[config.mk]
export PLATFORM = sky130hd
export DESIGN_NAME = srcp_top
export DESIGN_NICKNAME = d
export VERILOG_FILES = /design/src/logic/srcp_pkg.sv /design/src/logic/srcp_top.sv
export VERILOG_INCLUDE_DIRS = /design/src /design/src/logic
export SDC_FILE = /design/constraint.sdc
export NUM_CORES = 1
export LEC_CHECK = 0
export BUFFER_PORTS_ARGS = -buffer_cell sky130_fd_sc_hd__buf_2
export CORE_ASPECT_RATIO = 1.25
export CORE_MARGIN = 4
export CORE_UTILIZATION = 50
export DETAILED_ROUTE_END_ITERATION = 7
export PLACE_DENSITY = 0.74
export SLEW_MARGIN = 20
export SYNTH_ARGS = -nofsm -noshare
export SYNTH_HDL_FRONTEND = slang
export SYNTH_SLANG_ARGS = --single-unit
[constraint.sdc]
create_clock -name i_mclk -period 3.1 [get_ports i_mclk]
set_clock_uncertainty 0.1 [all_clocks]
set_input_delay 0.465 -clock i_mclk [delete_from_list [all_inputs] [get_ports i_mclk]]
set_output_delay 0.465 -clock i_mclk [all_outputs]
set_load 0.02 [all_outputs]
[src/logic/srcp_cfg.svh]
`ifndef SRCP_CFG_SVH
`define SRCP_CFG_SVH

// command codes, used as register selectors
`define SRCP_CMD_DIVIDER   8'h01
`define SRCP_CMD_MODE      8'h02
`define SRCP_CMD_TRIM      8'h08
`define SRCP_CMD_BUS_SEL   8'h0D
`define SRCP_CMD_OFFSET    8'h0E
`define SRCP_CMD_RANGE     8'h37
`define SRCP_CMD_COMMIT    8'h3F

// control byte: type code is arbitrary here
`define SRCP_TYPE_CODE     4'hA
`define SRCP_TYPE_MSB      7
`define SRCP_TYPE_LSB      4
`define SRCP_DEVSEL_MSB    3
`define SRCP_DEVSEL_LSB    1
`define SRCP_RW_BIT        0

// bus_select_byte fields
`define SRCP_DEFER_BIT     4
`define SRCP_DEVSEL_HI     2

// reset values
`define SRCP_DIVIDER_RST   10'h000
`define SRCP_MODE_RST      10'h060
`define SRCP_TRIM_RST      10'h000
`define SRCP_BUS_SEL_RST   5'h00
`define SRCP_OFFSET_RST    5'h00

// divisor is value plus this
`define SRCP_DIV_BIAS      11'h002

// nonvolatile write time
`define SRCP_NV_WRITE_MS   10
`define SRCP_MCLK_HZ       20000000
`define SRCP_NV_CYCLES     (`SRCP_NV_WRITE_MS * (`SRCP_MCLK_HZ / 1000))

`endif

[src/logic/srcp_pkg.sv]
package srcp_pkg;

  typedef struct packed {
    logic [9:0] divider_word;
    logic [9:0] output_mode_word;
    logic [9:0] freq_trim_word;
    logic [4:0] bus_select_byte;
    logic [4:0] range_offset_byte;
  } srcp_regs_t;

  typedef struct packed {
    logic divider;
    logic mode;
    logic trim;
    logic bus_sel;
    logic offset;
  } srcp_nv_mask_t;

  typedef enum logic [2:0] {
    ST_IDLE,
    ST_ADDR,
    ST_CMD,
    ST_WDATA,
    ST_RDATA,
    ST_IGNORE
  } srcp_state_t;

endpackage : srcp_pkg

[src/logic/srcp_top.sv]
// Behaviour
// - divisor equals divider value plus two
// - select bits form low address bits
// - defer clear: store after each write
// - defer set: store only on commit, except bus select writes
// - bus select always stored after write
// - factory range word read only
// - range read: high byte, then low bits
// - write: control, command, data; ack each
// - read: command, repeated start, control read
// - trim word two bytes, left aligned
// - offset byte five bits, top reads ones
// - divider word two bytes, left aligned
// - mode word two bytes, left aligned
// - bus select five bits, top reads zero
// - commit stores divider and mode words
// - ack control only on type and select
// - nack everything while nonvolatile write busy
`include "srcp_cfg.svh"

module srcp_top
  import srcp_pkg::*;
#(
  parameter int NV_WRITE_CYCLES = `SRCP_NV_CYCLES
)(
  input  wire logic          i_mclk,
  input  wire logic          i_nrst,
  input  wire logic          i_scl,
  input  wire logic          i_sda,
  input  wire logic [13:0]   i_factory_range_word,
  input  wire logic          i_nv_recall,
  input  wire srcp_regs_t    i_nv_image,
  output logic               o_sda_out,
  output logic               o_sda_oe,
  output srcp_regs_t         o_regs,
  output logic [10:0]        o_divisor,
  output logic [2:0]         o_dev_select,
  output logic               o_eeprom_write_defer,
  output logic               o_nv_write,
  output srcp_nv_mask_t      o_nv_mask,
  output srcp_regs_t         o_nv_image,
  output logic               o_nv_busy
);

  localparam int NV_CNT_W = $clog2(NV_WRITE_CYCLES + 1);

  function automatic logic [7:0] rd_byte(
    input logic [7:0]  cmd,
    input logic        idx,
    input srcp_regs_t  r,
    input logic [13:0] rng
  );
    logic [9:0] w;
    w = 10'h000;
    rd_byte = 8'hFF;
    unique case (cmd)
      `SRCP_CMD_DIVIDER: w = r.divider_word;
      `SRCP_CMD_MODE:    w = r.output_mode_word;
      `SRCP_CMD_TRIM:    w = r.freq_trim_word;
      default:           w = 10'h000;
    endcase
    unique case (cmd)
      `SRCP_CMD_DIVIDER, `SRCP_CMD_MODE, `SRCP_CMD_TRIM:
        rd_byte = idx ? {w[1:0], 6'h00} : w[9:2];
      `SRCP_CMD_OFFSET:  rd_byte = {3'h7, r.range_offset_byte};
      `SRCP_CMD_BUS_SEL: rd_byte = {3'h0, r.bus_select_byte};
      `SRCP_CMD_RANGE:   rd_byte = idx ? {rng[5:1], 3'h0} : rng[13:6];
      default:           rd_byte = 8'hFF;
    endcase
  endfunction : rd_byte

  function automatic logic is_two_byte(input logic [7:0] cmd);
    is_two_byte = (cmd == `SRCP_CMD_DIVIDER) || (cmd == `SRCP_CMD_MODE)
                || (cmd == `SRCP_CMD_TRIM);
  endfunction : is_two_byte

  // pin synchronisers, third stage only for edge finding
  logic [1:0] scl_sync;
  logic [1:0] sda_sync;
  logic       scl_q;
  logic       sda_q;

  always_ff @(posedge i_mclk or negedge i_nrst)
  begin
    if (!i_nrst)
    begin
      scl_sync <= 2'h3;
      sda_sync <= 2'h3;
      scl_q    <= 1'b1;
      sda_q    <= 1'b1;
    end
    else
    begin
      scl_sync <= {scl_sync[0], i_scl};
      sda_sync <= {sda_sync[0], i_sda};
      scl_q    <= scl_sync[1];
      sda_q    <= sda_sync[1];
    end
  end

  wire scl_s    = scl_sync[1];
  wire sda_s    = sda_sync[1];
  wire scl_rise = scl_s & ~scl_q;
  wire scl_fall = ~scl_s & scl_q;
  wire start_ev = scl_s & scl_q & sda_q & ~sda_s;
  wire stop_ev  = scl_s & scl_q & ~sda_q & sda_s;

  srcp_state_t   state;
  srcp_regs_t    regs;
  srcp_nv_mask_t pend_mask;
  logic [7:0]    shreg;
  logic [7:0]    cmd;
  logic [7:0]    tx;
  logic [7:0]    hold;
  logic [3:0]    bit_cnt;
  logic          byte_idx;
  logic          mstr_nack;
  logic          commit_req;
  logic [NV_CNT_W-1:0] nv_cnt;

  wire nv_busy = (nv_cnt != '0);

  wire addr_hit =
    (shreg[`SRCP_TYPE_MSB:`SRCP_TYPE_LSB] == `SRCP_TYPE_CODE) &&
    (shreg[`SRCP_DEVSEL_MSB:`SRCP_DEVSEL_LSB] ==
     regs.bus_select_byte[`SRCP_DEVSEL_HI:0]) && !nv_busy;

  wire defer = regs.bus_select_byte[`SRCP_DEFER_BIT];

  wire srcp_nv_mask_t auto_mask = defer
    ? srcp_nv_mask_t'{divider: 1'b0, mode: 1'b0, trim: 1'b0,
        bus_sel: pend_mask.bus_sel, offset: 1'b0}
    : pend_mask;
  wire srcp_nv_mask_t store_mask = '{
    divider: auto_mask.divider | commit_req,
    mode:    auto_mask.mode | commit_req,
    trim:    auto_mask.trim,
    bus_sel: auto_mask.bus_sel,
    offset:  auto_mask.offset};
  wire frame_end = (start_ev | stop_ev) && state != ST_IDLE;
  wire nv_start  = frame_end && (store_mask != '0) && !nv_busy;

  wire [7:0] next_tx = rd_byte(cmd, byte_idx, regs, i_factory_range_word);

  // write path: one-byte registers commit at once, two-byte at the second
  wire        wr_byte   = scl_fall && bit_cnt == 4'd7 && state == ST_WDATA;
  wire        two_byte  = is_two_byte(cmd);
  wire        wr_commit = wr_byte && (two_byte ? byte_idx : !byte_idx);
  wire [9:0]  wr_word   = {hold, shreg[7:6]};

  always_ff @(posedge i_mclk or negedge i_nrst)
  begin
    if (!i_nrst)
    begin
      regs <= '{divider_word:      `SRCP_DIVIDER_RST,
                output_mode_word:  `SRCP_MODE_RST,
                freq_trim_word:    `SRCP_TRIM_RST,
                bus_select_byte:   `SRCP_BUS_SEL_RST,
                range_offset_byte: `SRCP_OFFSET_RST};
    end
    else if (i_nv_recall)
    begin
      regs <= i_nv_image;
    end
    else if (wr_commit)
    begin
      unique case (cmd)
        `SRCP_CMD_TRIM:    regs.freq_trim_word <= wr_word;
        `SRCP_CMD_DIVIDER: regs.divider_word <= wr_word;
        `SRCP_CMD_MODE:    regs.output_mode_word <= wr_word;
        `SRCP_CMD_OFFSET:  regs.range_offset_byte <= shreg[4:0];
        `SRCP_CMD_BUS_SEL: regs.bus_select_byte <= shreg[4:0];
        default:           regs <= regs;
      endcase
    end
  end

  // bit engine
  always_ff @(posedge i_mclk or negedge i_nrst)
  begin
    if (!i_nrst)
    begin
      state      <= ST_IDLE;
      shreg      <= 8'h00;
      cmd        <= 8'h00;
      tx         <= 8'hFF;
      hold       <= 8'h00;
      bit_cnt    <= 4'd0;
      byte_idx   <= 1'b0;
      mstr_nack  <= 1'b0;
      o_sda_oe   <= 1'b0;
    end
    else if (start_ev)
    begin
      state    <= ST_ADDR;
      bit_cnt  <= 4'hF;  // start's own scl fall wraps to 0
      o_sda_oe <= 1'b0;
    end
    else if (stop_ev)
    begin
      state    <= ST_IDLE;
      o_sda_oe <= 1'b0;
    end
    else if (state != ST_IDLE && state != ST_IGNORE)
    begin
      if (scl_rise && bit_cnt < 4'd8)
      begin
        shreg <= {shreg[6:0], sda_s};
      end
      else if (scl_rise && state == ST_RDATA)
      begin
        mstr_nack <= sda_s;
      end
      if (scl_fall)
      begin
        if (bit_cnt == 4'd7)
        begin
          bit_cnt <= 4'd8;
          unique case (state)
            ST_ADDR:
            begin
              o_sda_oe  <= addr_hit;
              byte_idx  <= 1'b0;
              mstr_nack <= 1'b0;
              state     <= !addr_hit ? ST_IGNORE :
                           shreg[`SRCP_RW_BIT] ? ST_RDATA : ST_CMD;
            end
            ST_CMD:
            begin
              o_sda_oe <= 1'b1;
              cmd      <= shreg;
              state    <= ST_WDATA;
            end
            ST_WDATA:
            begin
              o_sda_oe <= 1'b1;
              hold     <= shreg;
              byte_idx <= ~byte_idx;
            end
            default:
            begin
              o_sda_oe <= 1'b0;
            end
          endcase
        end
        else if (bit_cnt == 4'd8)
        begin
          bit_cnt <= 4'd0;
          if (state == ST_RDATA && !mstr_nack)
          begin
            tx       <= next_tx;
            o_sda_oe <= ~next_tx[7];
            byte_idx <= ~byte_idx;
          end
          else
          begin
            o_sda_oe <= 1'b0;
            if (state == ST_RDATA)
            begin
              state <= ST_IGNORE;
            end
          end
        end
        else
        begin
          bit_cnt <= bit_cnt + 4'd1;
          if (state == ST_RDATA)
          begin
            tx       <= {tx[6:0], 1'b1};
            o_sda_oe <= ~tx[6];
          end
        end
      end
    end
  end

  // store bookkeeping and nonvolatile write timer
  always_ff @(posedge i_mclk or negedge i_nrst)
  begin
    if (!i_nrst)
    begin
      pend_mask  <= '0;
      commit_req <= 1'b0;
      nv_cnt     <= '0;
      o_nv_write <= 1'b0;
      o_nv_mask  <= '0;
      o_nv_image <= '0;
    end
    else
    begin
      o_nv_write <= nv_start;
      if (nv_start)
      begin
        // busy span the controller must wait out
        nv_cnt     <= NV_CNT_W'(NV_WRITE_CYCLES);
        o_nv_mask  <= store_mask;
        o_nv_image <= regs;
      end
      else if (nv_busy)
      begin
        nv_cnt <= nv_cnt - NV_CNT_W'(1);
      end
      if (frame_end)
      begin
        pend_mask  <= '0;
        commit_req <= 1'b0;
      end
      else
      begin
        if (wr_commit)
        begin
          pend_mask.divider <= pend_mask.divider |
                               (cmd == `SRCP_CMD_DIVIDER);
          pend_mask.mode    <= pend_mask.mode | (cmd == `SRCP_CMD_MODE);
          pend_mask.trim    <= pend_mask.trim | (cmd == `SRCP_CMD_TRIM);
          pend_mask.bus_sel <= pend_mask.bus_sel |
                               (cmd == `SRCP_CMD_BUS_SEL);
          pend_mask.offset  <= pend_mask.offset |
                               (cmd == `SRCP_CMD_OFFSET);
        end
        // commit taken when the command byte lands
        if (scl_fall && bit_cnt == 4'd7 && state == ST_CMD &&
            shreg == `SRCP_CMD_COMMIT)
        begin
          commit_req <= 1'b1;
        end
      end
    end
  end

  // outputs all registered
  always_ff @(posedge i_mclk or negedge i_nrst)
  begin
    if (!i_nrst)
    begin
      o_regs               <= '0;
      o_divisor            <= `SRCP_DIV_BIAS;
      o_dev_select         <= 3'h0;
      o_eeprom_write_defer <= 1'b0;
      o_nv_busy            <= 1'b0;
      o_sda_out            <= 1'b0;
    end
    else
    begin
      o_regs               <= regs;
      o_divisor            <= {1'b0, regs.divider_word} + `SRCP_DIV_BIAS;
      o_dev_select         <= regs.bus_select_byte[`SRCP_DEVSEL_HI:0];
      o_eeprom_write_defer <= defer;
      o_nv_busy            <= nv_busy;
      o_sda_out            <= 1'b0;
    end
  end

endmodule : srcp_top
==> summary.txt <==
Synth
  – Most common cell in the synthesized netlist: dfrtp_1
  – Most frequent cells after synthesis: 192 x dfrtp_1, 67 x nand2_1, 63 x mux2_2
  – Synth top area share: 0.528
  – Number of synthesized flops with an enable pin: 0
  – Netlist cell types: 73
  – Ys Warns: 0
  – Ranking of synthesized cells by area: dfrtp_1 53%, mux2_2 7.8%, dfstp_2 4.6%
  – Avg Cell Area, Syn: between 10 and 15 um^2
  – Main flop type after synthesis: dfrtp_1
  – Synth area leader: dfrtp_1
  – Post-Synthesis Cells: between 700 and 800
  – Post-synthesis instance area: around 0.009 mm^2
  – Synthesized flop and latch total: 208
  – Share of synthesized flip-flops with an asynchronous set or reset: 1.00
  – Syn_nets: ~830
  – Sequential fraction of the synthesis area: 0.575

STA
  – Unrepaired setup endpoints after global routing: false
  – Fin. max-slew vios: 0
  – Fin crit share: 0.885
  – Final setup fails: 0
  – Final TNS setup: 0 ps
  – Worst-Margin Slew: approximately 730 ps
  – Max_slew headroom: 0.511
  – Clock period minus worst slack: roughly 2700 ps
  – Final hold violation count: 0
  – Max Clk Rate: approximately 0.36 GHz

Critical path
  – Reg-to-reg slack, setup: roughly 360 ps
  – Critical path type: reg2reg
  – CP Launch Type: flop
  – Reg-to-Reg End: regs[32]
  – Slowest cell on the critical path: nor2b_1
  – Crit Reg-Reg Startpoint: cmd[0]
  – CP cell instances: nor2b_1 -> and3_1 -> and2b_1 -> mux2i_1 -> o21ai_0
  – Max incr delay on CP: a little under 600 ps
  – Crit end category: flop
  – WP buf/inv: 0
  – R2R cell count: 5
  – Arrival @ worst endpoint: 2990 ps
  – Crit-path max FO: 11
  – Req. time, crit path: 3340 ps
  – Delay-heaviest family, CP: simple AND/OR/NAND/NOR gates

Floorplanning
  – I/O pin total: about 160
  – Die width: 129 um
  – Rows: 54
  – Core Area: ~0.018 mm^2
  – Starting Density: 0.516
  – Die Span Y: approximately 160 um
  – Die area: 0.0204 mm^2

Final layout
  – Share of cells above drive strength 1: 0.327
  – Nets@finish: about 990
  – Area of the multi-input gates: between 0.003 and 0.004 mm^2
  – Fill cells: 1449
  – Reg area: roughly 0.0052 mm^2
  – Area Growth Syn to Fin: 19.2%

Status
  – Outcome: complete, no violations

Routing
  – Met3 routed WL: between 1000 and 1500 um
  – Top sig layer: met4
  – Met2 Routed Length: approximately 11000 um
  – First-pass detailed-route iteration total: 5
  – Met1 Wirelength: around 9300 um
  – Vias post-DR: 6576
  – Final WL: about 22000 um
  – Initial drt markers: 493
  – DRC: 0
  – Routed Antenna Nets: 0
  – Vias per Instance: ~5.6
  – Mean routed wirelength per cell: 18.6 um

Job
  – Max Cap Viol: 0

Worst hold path
  – Worst hold path startpoint: i_nv_image[20]
  – Hold depth: 3
  – Hold Path End: regs[20]
  – Worst hold path type: in2reg

Clock network
  – Clock tree buffer depth: 3
  – Clock slew at reported path FFs: about 60 ps
  – H-Tree Depth: 1
  – CTS tree: built
  – CTS resizes: 0
  – Worst-Skew Late Latency: ~500 ps
  – Total CTS buffers: 22
  – Clock root buffer: clkbuf_16
  – Clk sinks: roughly 210

Global route
  – All-layer global routing usage: 0.213
  – First-pass GRT wire length: between 30000 and 40000 um
  – Overflow after GRT: 0
  – Largest net degree at the start of global routing: 86
  – Initial antenna violation count: 1
  – Vias in the first global route: roughly 6.6k

Power and ir drop
  – Worst ir drop on vdd: between 0.3 and 0.4 mV
  – P_leak: approximately 5.2 nW
  – Power Density: 585 mW/mm^2
  – Total Power: 6.35 mW

Placement
  – IO Port Bufs: 160
  – DP HPWL: approximately 16000 um
  – Final GP Congestion: 0.922
==> state kept, by name, summed over array words and instances, names as in the netlist, 2 cells and up <==
register      flops
o_nv_image       40
regs             39
o_regs           36
nv_cnt           18
o_divisor        11
cmd               8
hold              8
shreg             8
tx                7
o_nv_mask         5
pend_mask         5
bit_cnt           4
state             3
o_dev_select      2
scl_sync          2
sda_sync          2
==> what timing repair did <==
item / in CTS / in global routing
buffers inserted: 0 / 0
hold buffers: 3 / 0
hold endpoints to repair: 68 / 0
==> how the worst max path moves through the flow <==
stage,depth (start not counted),end,startpoint,slack [ps]
after detailed placement,5,regs[32],cmd[0],450
after global placement,5,regs[31],cmd[0],510
after CTS,5,regs[32],cmd[0],390
after global routing,5,regs[32],cmd[0],160
final,5,regs[32],cmd[0],360
after floorplan,7,o_nv_mask[1],nv_cnt[0],790
==> cells by family after synthesis <==
family | count (synthesis) | share of synthesized area
and+or+nand+nor | 226 | 0.137
DFF | 208 | 0.575
AOI/OAI and AO/OA | 133 | 0.0941
muxes | 109 | 0.129
buffers and inverters | 66 | 0.0366
xor gates and xnor gates | 23 | 0.0222
adders and majority gates | 4 | 0.00550
other | 1 | 0.000412
==> metrics by stage <==
stage	utilization	std cells	hold WS (ps)	setup WS [ps]	instance area (um^2)
finish	0.615	1169	58.6	356	10800
global placement	0.571	1125	247	513	10100
global route	0.615	1169	62.6	163	10800
detailed placement	0.571	1125	247	455	10100
floorplan	-	770	69.4	788	9090
CTS	0.615	1168	52.0	390	10800
==> final cells by class <==
cell class / count / share of cell area
timing repair buffer: 182 / 0.0917
tap: 224 / 0.0258
multi-input combinational: 496 / 0.326
inverter: 18 / 0.00623
sequential: 208 / 0.482
clock buffer: 31 / 0.0557
antenna: 1 / 0.000231
clock inverter: 9 / 0.0123
==> layout by cell type (no fill, tap or decap), types with 6 or more instances in the layout <==
cell and count:
nand2b_1 14, a21oi_1 20, a22oi_1 9, clkbuf_1 7
a31oi_1 12, dfrtp_1 192, mux2i_1 42, mux2_2 63
xnor2_1 14, o21ai_0 46, nor3_1 11, clkbuf_16 22
a21o_1 7, nand2_1 67, dfstp_2 16, nor2_1 42
nand3_1 15, buf_2 159, nand3b_1 12, and3_1 6
o211ai_1 12, xor2_1 9, buf_4 18, inv_1 17
nand4_1 12
==> metal layers <==
layer	up-vias	track usage
li1	3045	-
met1	3248	0.294
met2	248	0.348
met3	35	0.0390
met4	0	0.0602
met5	-	0
==> power by group <==
group | switching [mW] | total [mW] | internal [mW]
sequential | 0.186 | 3.07 | 2.88
combinational | 0.364 | 0.595 | 0.232
clock | 1.06 | 2.68 | 1.62
==> worst reg2reg max path, stage by stage (launching register included) <==
cell and delay, ps:
dfrtp_1 560, nor2b_1 590, and3_1 400, and2b_1 560, mux2i_1 250, o21ai_0 110
Note: power is estimated with default switching activity, not from simulation.
